<file path="config.mk">
export PLATFORM = sky130hd
export DESIGN_NAME = interrupt_return_decode
export DESIGN_NICKNAME = d
export VERILOG_FILES = /design/src/shared/interrupt_return_op_pkg.sv /design/src/shared/interrupt_return_op_if.sv /design/src/rtl/interrupt_return_decode.sv /design/src/rtl/interrupt_return_op_cond_eval.sv
export VERILOG_INCLUDE_DIRS = /design/src /design/src/shared
export SDC_FILE = /design/constraint.sdc
export NUM_CORES = 1
export LEC_CHECK = 0
export BUFFER_PORTS_ARGS = -buffer_cell sky130_fd_sc_hd__buf_2
export CAP_MARGIN = 25
export CORE_MARGIN = 2
export CORE_UTILIZATION = 53
export CTS_CLUSTER_DIAMETER = 30
export DETAILED_ROUTE_END_ITERATION = 10
export MAX_ROUTING_LAYER = met4
export PLACE_DENSITY_LB_ADDON = 0.05
export SLEW_MARGIN = 10
export SYNTH_ARGS = -nofsm -noshare
export SYNTH_HDL_FRONTEND = slang
export SYNTH_HIERARCHICAL = 1
export SYNTH_SLANG_ARGS = --single-unit
export TNS_END_PERCENT = 50
</file>
<file path="constraint.sdc">
create_clock -name clock -period 2.9 [get_ports clock]
set_clock_uncertainty 0.1 [all_clocks]
set_input_delay 0.29 -clock clock [delete_from_list [all_inputs] [get_ports clock]]
set_output_delay 0.29 -clock clock [all_outputs]
set_load 0.02 [all_outputs]
</file>
<file path="src/shared/interrupt_return_op_map.svh">
// Purpose: named constants for the interrupt-return decode block
// Assumes: 16-bit instruction words, 16-entry stack, APB with 32-bit data
// Notes: opcodes are full 16-bit patterns, compared exactly
`ifndef INTERRUPT_RETURN_OP_MAP_SVH
`define INTERRUPT_RETURN_OP_MAP_SVH

`define OPC_RETURN_ALWAYS 16'h8c8d
`define OPC_RETURN_C 16'hac8d
`define OPC_RETURN_NC 16'hec8d
`define OPC_RETURN_Z 16'h9c8d
`define OPC_RETURN_NZ 16'hdc8d
`define OPC_RETURN_S 16'hcc8d

`define IP_STEP 16'h0001
`define SP_STEP 4'h1
`define IP_RESET 16'h0000
`define SP_RESET 4'h0

`define ADDR_CTRL 12'h000
`define ADDR_IP 12'h004
`define ADDR_SP 12'h008
`define ADDR_STATUS 12'h00c
`define ADDR_PUSH 12'h010

`define CTRL_DECODE_EN 0
`define CTRL_SET_SERVICE 1
`define CTRL_RESET 1'b1
`define STAT_SERVICE 0
`define STAT_TAKEN 1
`define STAT_SKIPPED 2

`endif

</file>
<file path="src/shared/interrupt_return_op_pkg.sv">
// Purpose: types shared by the interrupt-return decode block
// Assumes: nothing beyond the map header
// Notes: condition kinds are coded once here
`default_nettype none
package interrupt_return_op_pkg;
   typedef enum logic [2:0] {
      COND_NONE = 3'b000,
      COND_ALWAYS = 3'b001,
      COND_C = 3'b010,
      COND_NC = 3'b011,
      COND_Z = 3'b100,
      COND_NZ = 3'b101,
      COND_S = 3'b110
   } cond_e;
   typedef logic [15:0] word_t;
   typedef logic [3:0] sp_t;
endpackage
`default_nettype wire
</file>
<file path="src/shared/interrupt_return_op_if.sv">
// Purpose: carries an opcode and flags to the condition evaluator and back
// Assumes: same clock on both sides, purely combinational path
// Notes: the evaluator holds no state
`timescale 1ns/10ps
`default_nettype none
interface interrupt_return_op_if;
   interrupt_return_op_pkg::word_t opcode;
   logic carry;
   logic zero;
   logic sign;
   logic isReturn;
   logic taken;
   interrupt_return_op_pkg::cond_e kind;
   modport eval (input opcode, input carry, input zero, input sign,
      output isReturn, output taken, output kind);
   modport core (output opcode, output carry, output zero, output sign,
      input isReturn, input taken, input kind);
endinterface
`default_nettype wire

</file>
<file path="src/rtl/interrupt_return_decode.sv">
// Purpose: execute return-from-interrupt and its flag-conditional forms
// Assumes: instruction word and flags come from core logic on this clock
// Notes: apb waits one cycle while a return executes, so stack and
//    pointers never see two writers in one cycle
`timescale 1ns/10ps
`default_nettype none
`include "interrupt_return_op_map.svh"
module interrupt_return_decode (
   input wire logic clock,
   input wire logic reset,
   input wire logic instrValid,
   input wire logic [15:0] instrWord,
   input wire logic carryFlag,
   input wire logic zeroFlag,
   input wire logic signFlag,
   input wire logic intAck,
   input wire logic psel,
   input wire logic penable,
   input wire logic pwrite,
   input wire logic [11:0] paddr,
   input wire logic [31:0] pwdata,
   output logic [31:0] prdata,
   output logic pready,
   output logic pslverr,
   output logic [15:0] instructionPointer,
   output logic [3:0] stackPointer,
   output logic interruptInService,
   output logic flagsHold,
   output logic returnTaken
);
   localparam int STACK_DEPTH = 16;

   interrupt_return_op_if evalBus ();
   interrupt_return_op_pkg::word_t stackMem [STACK_DEPTH];
   interrupt_return_op_pkg::word_t ip_r;
   interrupt_return_op_pkg::word_t ip_nxt;
   interrupt_return_op_pkg::sp_t sp_r;
   interrupt_return_op_pkg::sp_t sp_nxt;
   interrupt_return_op_pkg::word_t topWord;
   logic inSvc_r;
   logic decodeEn_r;
   logic taken_r;
   logic skipped_r;
   logic flagsHold_r;
   logic [31:0] prdata_r;
   logic execNow;
   logic execTaken;
   logic execSkip;
   logic apbAccess;
   logic apbWrite;
   logic mapped;

   assign evalBus.opcode = instrWord;
   assign evalBus.carry = carryFlag;
   assign evalBus.zero = zeroFlag;
   assign evalBus.sign = signFlag;

   interrupt_return_op_cond_eval condEval (
      .bus(evalBus.eval)
   );

   assign execNow = instrValid && decodeEn_r && evalBus.isReturn;
   assign execTaken = execNow && evalBus.taken;
   assign execSkip = execNow && !evalBus.taken;
   assign topWord = stackMem[sp_r];

   function automatic logic isMapped(input logic [11:0] a);
      isMapped = (a == `ADDR_CTRL) || (a == `ADDR_IP) ||
         (a == `ADDR_SP) || (a == `ADDR_STATUS) || (a == `ADDR_PUSH);
   endfunction

   // bus waits during a return cycle instead of racing it
   assign pready = !execNow;
   assign mapped = isMapped(paddr);
   assign apbAccess = psel && penable && pready;
   assign apbWrite = apbAccess && pwrite && mapped;
   assign pslverr = psel && penable && !mapped;
   assign prdata = prdata_r;

   always_comb begin
      ip_nxt = ip_r;
      sp_nxt = sp_r;
      if (execTaken) begin
         ip_nxt = topWord;
         sp_nxt = sp_r - `SP_STEP;
      end else if (execSkip) begin
         ip_nxt = ip_r + `IP_STEP;
      end else if (apbWrite && paddr == `ADDR_IP) begin
         ip_nxt = pwdata[15:0];
      end else if (apbWrite && paddr == `ADDR_SP) begin
         sp_nxt = pwdata[3:0];
      end else if (apbWrite && paddr == `ADDR_PUSH) begin
         sp_nxt = sp_r + `SP_STEP;
      end
   end

   always_ff @(posedge clock or posedge reset) begin
      if (reset) begin
         ip_r <= `IP_RESET;
         sp_r <= `SP_RESET;
      end else begin
         ip_r <= ip_nxt;
         sp_r <= sp_nxt;
      end
   end

   // stack array carries no reset; contents are software-defined
   always_ff @(posedge clock) begin
      if (apbWrite && paddr == `ADDR_PUSH && !execNow) begin
         stackMem[sp_r + `SP_STEP] <= pwdata[15:0];
      end
   end

   // an acknowledge in the same cycle as a return wins
   always_ff @(posedge clock or posedge reset) begin
      if (reset) begin
         inSvc_r <= 1'b0;
      end else if (intAck) begin
         inSvc_r <= 1'b1;
      end else if (apbWrite && paddr == `ADDR_CTRL &&
            pwdata[`CTRL_SET_SERVICE]) begin
         inSvc_r <= 1'b1;
      end else if (execTaken) begin
         inSvc_r <= 1'b0;
      end
   end

   always_ff @(posedge clock or posedge reset) begin
      if (reset) begin
         decodeEn_r <= `CTRL_RESET;
      end else if (apbWrite && paddr == `ADDR_CTRL) begin
         decodeEn_r <= pwdata[`CTRL_DECODE_EN];
      end
   end

   always_ff @(posedge clock or posedge reset) begin
      if (reset) begin
         taken_r <= 1'b0;
         skipped_r <= 1'b0;
         flagsHold_r <= 1'b0;
      end else begin
         taken_r <= execTaken;
         skipped_r <= execSkip;
         // flags frozen for any return form
         flagsHold_r <= execNow;
      end
   end

   always_ff @(posedge clock or posedge reset) begin
      if (reset) begin
         prdata_r <= 32'h0000_0000;
      end else if (psel && !penable) begin
         case (paddr)
            `ADDR_CTRL: prdata_r <= {31'h0000_0000, decodeEn_r};
            `ADDR_IP: prdata_r <= {16'h0000, ip_r};
            `ADDR_SP: prdata_r <= {28'h000_0000, sp_r};
            `ADDR_STATUS: prdata_r <= {29'h0000_0000, skipped_r, taken_r,
               inSvc_r};
            default: prdata_r <= 32'h0000_0000;
         endcase
      end
   end

   assign instructionPointer = ip_r;
   assign stackPointer = sp_r;
   assign interruptInService = inSvc_r;
   assign flagsHold = flagsHold_r;
   assign returnTaken = taken_r;
endmodule
`default_nettype wire

</file>
<file path="src/rtl/interrupt_return_op_cond_eval.sv">
// Purpose: classify a word as a return-from-interrupt form and test its flag
// Assumes: flags are the core's current carry, zero and sign
// Notes: combinational only
`timescale 1ns/10ps
`default_nettype none
`include "interrupt_return_op_map.svh"
module interrupt_return_op_cond_eval (
   interrupt_return_op_if.eval bus
);
   function automatic interrupt_return_op_pkg::cond_e classify(input interrupt_return_op_pkg::word_t op);
      case (op)
         `OPC_RETURN_ALWAYS: classify = interrupt_return_op_pkg::COND_ALWAYS;
         `OPC_RETURN_C: classify = interrupt_return_op_pkg::COND_C;
         `OPC_RETURN_NC: classify = interrupt_return_op_pkg::COND_NC;
         `OPC_RETURN_Z: classify = interrupt_return_op_pkg::COND_Z;
         `OPC_RETURN_NZ: classify = interrupt_return_op_pkg::COND_NZ;
         `OPC_RETURN_S: classify = interrupt_return_op_pkg::COND_S;
         default: classify = interrupt_return_op_pkg::COND_NONE;
      endcase
   endfunction

   always_comb begin
      bus.kind = classify(bus.opcode);
      bus.isReturn = (bus.kind != interrupt_return_op_pkg::COND_NONE);
      case (bus.kind)
         interrupt_return_op_pkg::COND_ALWAYS: bus.taken = 1'b1;
         interrupt_return_op_pkg::COND_C: bus.taken = bus.carry;
         interrupt_return_op_pkg::COND_NC: bus.taken = !bus.carry;
         interrupt_return_op_pkg::COND_Z: bus.taken = bus.zero;
         interrupt_return_op_pkg::COND_NZ: bus.taken = !bus.zero;
         interrupt_return_op_pkg::COND_S: bus.taken = bus.sign;
         default: bus.taken = 1'b0;
      endcase
   end
endmodule
`default_nettype wire

</file>
==> results.cfg, run 1 <==
[sta]
fmax_mhz = 390.0
rsz0062_at_grt = false
period_needed_ps = 2564
finalSetupViolations = 0
tightest_slew_ps = 777.9
fin_ws_ps = 335.9
fin_tns_setup_ps = 0
relSlewSlack = 0.4814
drv_slew = 0
fin_crit_sh = 0.8842
hold_viol = 0
hold_ws_ps = 26.79

[die]
num_rows = 56
die_w_um = 158.0
start_util = 0.5374
die_area_um2 = 24980
die_y_um = 158.0
ios = 127
core_area_um2 = 23400

[pwr]
pwr-share-clk = 0.564
switching_power_mw = 2.317
intPower_mw = 8.971
p_sw_frac = 0.2053
p_seq_frac = 0.413
p_comb_frac = 0.023
p_leak_nw = 5.637
power_density_nw_per_um2 = 723.1
power.total_mw = 11.29
peakVddDrop_mv = 0.5498

[worst_hold_path]
holdPathStages = 1
holdPathEnd = stackMem[15][6]$_DFFE_PP_
min_path_type = primary input to flip-flop
hold_start = pwdata[6]

[global_route]
grt_pass1_wl_um = 45960
grt_pass1_vias = 7575
antenna_found_initial = 0
grtUsageTotal = 0.2605
overflow = 0
grt_max_degree = 42

[critical_path]
startpoint_type = flip-flop
timing.rr.end = instructionPointer[8]$_DFFE_PP0P_
path_class = flip-flop to flip-flop
r2r_cells = 5
crit_path_max_fanout = 20
worstPathArrival_ps = 2890
timing.rr.start = stackPointer[1]$_DFFE_PP0P_
cp_data_required_time_ps = 3230
endpoint_kind = flip-flop
regToRegSetupSlack_ps = 340

[place]
hpwl_um = 19230
port_buffers = 94
post-place-ws_ps = 245.8
place_inst = 1133
placed_cell_area_um2 = 13700
gp_congestion = 0.8844

[clocking]
cts_inserted_buffers = 54
clock_latency_ps = 570
cts_sinks = 297
ctsRootBufferMaster = clkbuf_16
cts_tree = done
clk_pin_slew_ps = 50
htree_levels = 2
clock_path_buffers = 3

[final_layout]
final_util = 0.6670
final_layout_size_suffix_gt1_frac = 0.3679
design_area_um2 = 15610
fillers = 1641
diodes = 0
fin_nets = 948
instances_no_fill = 1235
syn2layout_area_growth_pct = 24.13

[outcome]
status = finished clean

[synthesis]
synth_area_per_cell_um2 = 17.61
syn-cell-area_um2 = 12580
syn_inst = 714
ys_warn_count = 6

[run]
cap_violations = 0

[detailed_routing]
routed_via_density = 6.019
num_vias = 7433
wl_um = 30630
ant_nets = 0
dr.pass1.iters = 5
drc = 0
detail_route.iter0.violations = 718
avgRoutedWirePerCell_um = 24.80
critical path: stages, from the launching register on:
cell and delay [ps]:
dfrtp_2 720, buf_4 420, mux4_2 390, mux4_2 520, nor2_1 180, nor3_1 80
registers in the layout (all words and copies together) (netlist names):
name                cells
prdata                 16
interruptInService      1
stackMem              256
flagsHold               1
decodeEn_r              1
returnTaken             1
instructionPointer     16
skipped_r               1
stackPointer            4
power by group through the flow:
stage / sequential (mW) / combinational (mW) / clock [mW]
final: 4.67 / 0.258 / 6.36
after global routing: 4.66 / 0.281 / 6.64
after CTS: 4.67 / 0.258 / 6.45
after detailed placement: 4.74 / 0.255 / 0
after global placement: 4.74 / 0.244 / 0
after floorplan: 4.74 / 0.138 / 0
how the worst max path moves through the flow:
stage / startpoint / end / slack, ps / cells after the start
4_1_cts: stackPointer[1]$_DFFE_PP0P_ / instructionPointer[8]$_DFFE_PP0P_ / 290 / 5
3_3_place_gp: instrWord[1] / instructionPointer[12]$_DFFE_PP0P_ / 240 / 11
2_1_floorplan: stackPointer[0]$_DFFE_PP0P_ / stackMem[5][0]$_DFFE_PP_ / -100 / 8
6_report: stackPointer[1]$_DFFE_PP0P_ / instructionPointer[8]$_DFFE_PP0P_ / 340 / 5
5_1_grt: stackPointer[1]$_DFFE_PP0P_ / instructionPointer[8]$_DFFE_PP0P_ / 220 / 5
3_5_place_dp: zeroFlag / instructionPointer[12]$_DFFE_PP0P_ / 250 / 9
repair_timing:
action                                 4_1_cts  5_1_grt
setup buffers                                0        0
resized for setup                            0        0
endpoints found under the hold margin       41        0
hold buffers                                 2        0
cell usage in the layout, fill, tap and decap left out, drive strengths merged, types with 3 or more instances in the layout:
cell,count
and4,4
bufinv,9
o22ai,6
and3,13
a22oi,9
clkinv,23
a221oi,4
mux4,69
nand4,13
dfrtp,40
nand3,15
a21oi,10
clkbuf,59
a31oi,8
xnor2,3
mux2,8
ha,6
xor2,7
conb,16
nor2b,4
clkinvlp,6
edfxtp,256
o31ai,4
mux2i,19
nand2,40
nor3,11
o21ai,13
inv,15
a22o,12
nor2,27
buf,143
nor4,7
nand2b,3
per-layer routing:
| metal | up-vias | GRT usage | share of wire |
|---|---|---|---|
| met5 | - | - | 0 |
| met4 | 0 | 0.08537 | 0.025 |
| met3 | 58 | 0.03969 | 0.073 |
| met2 | 345 | 0.3957 | 0.47 |
| met1 | 3824 | 0.3680 | 0.43 |
| li1 | 3206 | - | - |
cell type report:
class / count / area [um2] / area share
clock buffers: 59 / 1370 / 0.08777
flip-flops and latches: 297 / 8722 / 0.5588
well taps: 319 / 399.1 / 0.02557
repair buffers: 145 / 1021 / 0.06541
clock inverters: 41 / 516.7 / 0.03310
multi-input cells: 362 / 3536 / 0.2265
inverters: 12 / 45.04 / 0.002886
(Power assumes the default switching activity.)
==> inputs of run 2 (changes only) <==
- CORE_ASPECT_RATIO: default -> 0.5
==> run 2 against run 1 <==
Count of clock-buffer cells in the layout shrank 19. Via count shrank 0.40%. Clock power shrank 28%. Worst hold slack gained 50 ps. Non-clock buffer count grew 7. Power shrank 16%. Utilization shrank 1.5 points. Critical path depth is the same. Die area grew 0.30%. Maximum frequency shrank 3.2%. Largest cell class unchanged.
==> results.cfg, run 2 (synthesis gave the netlist of run 1 again) <==
[pwr]
peakVddDrop_mv = 0.3610
p_seq_frac = 0.488
switching_power_mw = 2.104
power_density_nw_per_um2 = 633.8
p_comb_frac = 0.029
p_leak_nw = 5.395
pwr-share-clk = 0.483
p_sw_frac = 0.2209
power.total_mw = 9.526
intPower_mw = 7.421

[critical_path]
path_cells = nand2_1 -> xor2_1 -> a31oi_1 -> nor2_2 -> buf_4
cp_data_required_time_ps = 3030
startpoint_type = flip-flop
worstPathArrival_ps = 2770
timing.critical_path.buf_inv = 1
endpoint_kind = flip-flop
path_class = flip-flop to flip-flop
crit_family = flip-flops
crit_path_max_fanout = 22
crit_slowest_cell = dfrtp_4
cpPeakStageDelay_ps = 710

[place]
placed_cell_area_um2 = 13750
post-place-ws_ps = 230.3
place_inst = 1128
gp_congestion = 0.8758
port_buffers = 94
hpwl_um = 20290

[final_layout]
final_util = 0.6525
syn2layout_area_growth_pct = 19.50
instances_no_fill = 1199
largest_reg_flops = 256
fin_nets = 939
design_area_um2 = 15030
regMostFlops = stackMem
mostFrequentLayoutCell = edfxtp_1
layout_common_cells = edfxtp_1 (256), buf_2 (94), mux4_2 (68)
diodes = 0
final_layout_size_suffix_gt1_frac = 0.3565

[sta]
tightest_slew_ps = 895.1
period_needed_ps = 2648
hold_ws_ps = 76.56
finalSetupViolations = 0
hold_viol = 0
fin_ws_ps = 251.8
fmax_mhz = 377.6
relSlewSlack = 0.4032
drv_slew = 0
rsz0062_at_grt = false
fin_tns_setup_ps = 0
fin_crit_sh = 0.9132

[clocking]
cts_inserted_buffers = 38
cts_sinks = 297
htree_levels = 2
ctsRootBufferMaster = clkbuf_16
cts_tree = done
ctsResizeCount = 0
clk_pin_slew_ps = 60
clock_latency_ps = 540
clock_path_buffers = 3

[detailed_routing]
routed_via_density = 6.174
num_vias = 7403
detail_route.iter0.violations = 899
wl_um = 31000
drc = 0
dr.pass1.iters = 5
ant_nets = 0
avgRoutedWirePerCell_um = 25.86

[worst_hold_path]
min_path_type = primary input to flip-flop

[die]
num_rows = 39
die_y_um = 112.9
die_area_um2 = 25050
core_area_um2 = 23030
start_util = 0.5460
die_w_um = 221.8
ios = 127

[global_route]
grtUsageTotal = 0.2661
grt_pass1_vias = 7386
grt_max_degree = 42
antenna_found_initial = 0
grt_pass1_wl_um = 46840
overflow = 0

[run]
cap_violations = 0

[outcome]
status = finished clean
## run 2: cell count changes in the layout (fill, tap and decap cells not counted), sizes merged
cell / before / now
clkinvlp: 6 / 3
bufinv: 9 / 2
buf: 143 / 150
clkbuf: 59 / 40
inv: 15 / 17
clkinv: 23 / 19
## run 2: path summary, 6_finish.rpt
check / startpoint / endpoint / slack [ps] / cells past startpoint
worst max register to register: stackPointer[0]$_DFFE_PP0P_ / stackMem[7][9]$_DFFE_PP_ / 250 / 5
worst min register to register: prdata[3]$_DFFE_PP0P_ / prdata[3]$_DFFE_PP0P_ / 380 / 2
min in group asynchronous: reset / prdata[6]$_DFFE_PP0P_ / 350 / 4
worst max-delay path: stackPointer[0]$_DFFE_PP0P_ / stackMem[7][9]$_DFFE_PP_ / 250 / 5
worst min-delay path: pwdata[9] / stackMem[1][9]$_DFFE_PP_ / 80 / 1
max in group asynchronous: reset / stackPointer[0]$_DFFE_PP0P_ / 1940 / 4
## run 2: area by class of cell
class | count | area, um2
Timing Repair Buffer | 152 | 1074
Clock inverter | 29 | 275.3
Sequential cell | 297 | 8722
Clock buffer | 40 | 979.7
Multi-Input combinational cell | 362 | 3548
Fill cell | 1606 | 8004
Tap cell | 307 | 384.1
Inverter | 12 | 45.04
## run 2: timing repair
action / in CTS / in global routing
hold buffers: 2 / 0
buffers inserted: 0 / 0
endpoints found under the hold margin: 41 / 0
## run 2: power by group through the flow
stage	registers (mW)	logic, mW	clock network (mW)
after floorplan	4.74	0.138	0
after detailed placement	4.74	0.275	0
after global placement	4.74	0.267	0
final	4.65	0.280	4.60
after global routing	4.65	0.303	4.87
after CTS	4.65	0.278	4.67
## run 2: routing by layer
layer  vias to the layer above  part of all wire  track usage
met1                      3846              0.45       0.3791
met4                         0             0.016      0.05766
met3                        51             0.095      0.08180
met2                       321              0.44       0.3826
li1                       3185                 -            -
met5                         -                 0            -
==> inputs of run 3 (changes only) <==
- CORE_MARGIN: 2 -> 3
==> run 3 against run 2 <==
Sequential share of layout area fell by 0.21 points. Clock power increased by 4.8%. First-iteration DRC count down 27%. Routed wire length decreased by 1.9%. Final area grew 0.40%. Global-route usage is 1.3 points lower. Combinational power down 4%. Count of clock-buffer cells in the layout grew 5. Critical path depth stayed put. Flip-flop and latch count unchanged. Non-clock buffer count fell by 1.
==> results.cfg, run 3 (synthesis gave the netlist of run 1 again) <==
[pwr]
intPower_mw = 7.755
peakVddDrop_mv = 0.6432
p_seq_frac = 0.478
power_density_nw_per_um2 = 646.1
p_comb_frac = 0.028
switching_power_mw = 1.995
p_leak_nw = 5.421
p_sw_frac = 0.2046
pwr-share-clk = 0.494
power.total_mw = 9.749

[final_layout]
final_util = 0.6537
syn2layout_area_growth_pct = 19.98
layout_common_cells = edfxtp_1 (256), buf_2 (94), mux4_2 (68)
final_layout_size_suffix_gt1_frac = 0.3517
seqCellArea_um2 = 8725
diodes = 0
largest_reg_flops = 256
fin_nets = 937
design_area_um2 = 15090
fillers = 1641
multi_input_area_um2 = 3548
regMostFlops = stackMem
mostFrequentLayoutCell = edfxtp_1

[critical_path]
endpoint_kind = flip-flop
crit_start = stackPointer[0]$_DFFE_PP0P_
timing.rr.end = instructionPointer[11]$_DFFE_PP0P_
r2r_cells = 5
startpoint_type = flip-flop
path_class = flip-flop to flip-flop
cp.depth = 5
regToRegSetupSlack_ps = 310
timing.rr.start = stackPointer[0]$_DFFE_PP0P_
cpPeakStageDelay_ps = 760
crit_family = multiplexers
timing.critical_path.buf_inv = 1
crit_path_end = instructionPointer[11]$_DFFE_PP0P_
crit_path_max_fanout = 25
crit_slowest_cell = dfrtp_4
cp_data_required_time_ps = 3190
path_cells = buf_4 -> mux4_2 -> mux4_2 -> nand2_1 -> nand2_1
worstPathArrival_ps = 2870

[global_route]
overflow = 0
grt_pass1_vias = 7115
grt_pass1_wl_um = 46040
antenna_found_initial = 1
grt_max_degree = 33
grtUsageTotal = 0.2532

[clocking]
ctsRootBufferMaster = clkbuf_16
htree_levels = 2
clock_latency_ps = 510
cts_sinks = 297
clock_path_buffers = 3
cts_inserted_buffers = 37
clk_pin_slew_ps = 60
cts_tree = done

[die]
num_rows = 39
die_area_um2 = 25720
core_area_um2 = 23080
die_y_um = 114.9
start_util = 0.5449
die_w_um = 223.8
ios = 127

[sta]
fmax_mhz = 386.6
period_needed_ps = 2587
tightest_slew_ps = 741.8
hold_viol = 0
fin_crit_sh = 0.8921
finalSetupViolations = 0
rsz0062_at_grt = false
drv_slew = 0
relSlewSlack = 0.5055

[place]
placed_cell_area_um2 = 13740
gp_congestion = 0.8116
port_buffers = 94
hpwl_um = 20120

[worst_hold_path]
hold_start = pwdata[6]
min_path_type = primary input to flip-flop
holdPathStages = 1

[detailed_routing]
avgRoutedWirePerCell_um = 25.41
num_vias = 7256
detail_route.iter0.violations = 660
dr.pass1.iters = 5
ant_nets = 0
wl_um = 30420
routed_via_density = 6.062
drc = 0

[run]
cap_violations = 0

[outcome]
status = finished clean
## run 3: changes by cell type in the layout (fill, tap and decap cells not counted), moves of 2 or more
cell and change:
clkbuf_1 +5, clkinv_4 -2, bufinv_16 +4, buf_4 -2, clkinv_8 -3, clkinv_1 -2
clkinv_2 -2
## run 3: worst register-to-register path, stage by stage (launching register included)
cell	delay, ps
dfrtp_4	760
buf_4	350
mux4_2	540
mux4_2	560
nand2_1	100
nand2_1	50
## run 3: worst min path at each step
stage	to	slack [ps]
after floorplan	stackMem[0][0]$_DFFE_PP_	290
after global placement	prdata[0]$_DFFE_PP0P_	360
after detailed placement	prdata[1]$_DFFE_PP0P_	370
after CTS	stackMem[3][6]$_DFFE_PP_	60
after global routing	stackMem[14][4]$_DFFE_PP_	80
final	stackMem[3][6]$_DFFE_PP_	90
## run 3: stage by stage
step / hold WS [ps] / setup WS [ps] / TNS [ps] / std cells
finish: 85.27 / 313.0 / 0 / 1197
global route: 76.74 / 147.8 / 0 / 1197
CTS: 63.87 / 287.8 / 0 / 1196
detailed placement: 368.1 / 183.8 / 0 / 1126
global placement: 361.3 / 197.9 / 0 / 1126
floorplan: 288.9 / -99.98 / -10140 / 729
## run 3: routing by layer
metal	global-route usage	vias to the layer above	wire length [um]
li1	-	3182	-
met1	0.3962	3731	14330
met2	0.3516	313	13030
met3	0.05332	30	2760
met4	0.03872	0	296
met5	-	-	0
## run 3: power groups by stage
stage          registers (mW)  logic (mW)  clock network, mW
6_report                 4.66       0.270               4.82
3_5_place_dp             4.75       0.262                  0
5_1_grt                  4.66       0.292               5.11
3_3_place_gp             4.75       0.254                  0
2_1_floorplan            4.74       0.138                  0
4_1_cts                  4.66       0.264               4.90
## run 3: repair_timing
item / 4_1_cts / 5_1_grt
resized for setup: 0 / 0
buffers inserted: 0 / 0
hold buffers: 2 / 0
endpoints found under the hold margin: 22 / 0
## run 3: final cells by class
type	count	area share
sequential	297	0.5782
multi-input combinational	362	0.2352
timing repair buffer	151	0.07198
clock buffer	45	0.06617
tap	307	0.02546
clock inverter	23	0.01999
inverter	12	0.002985
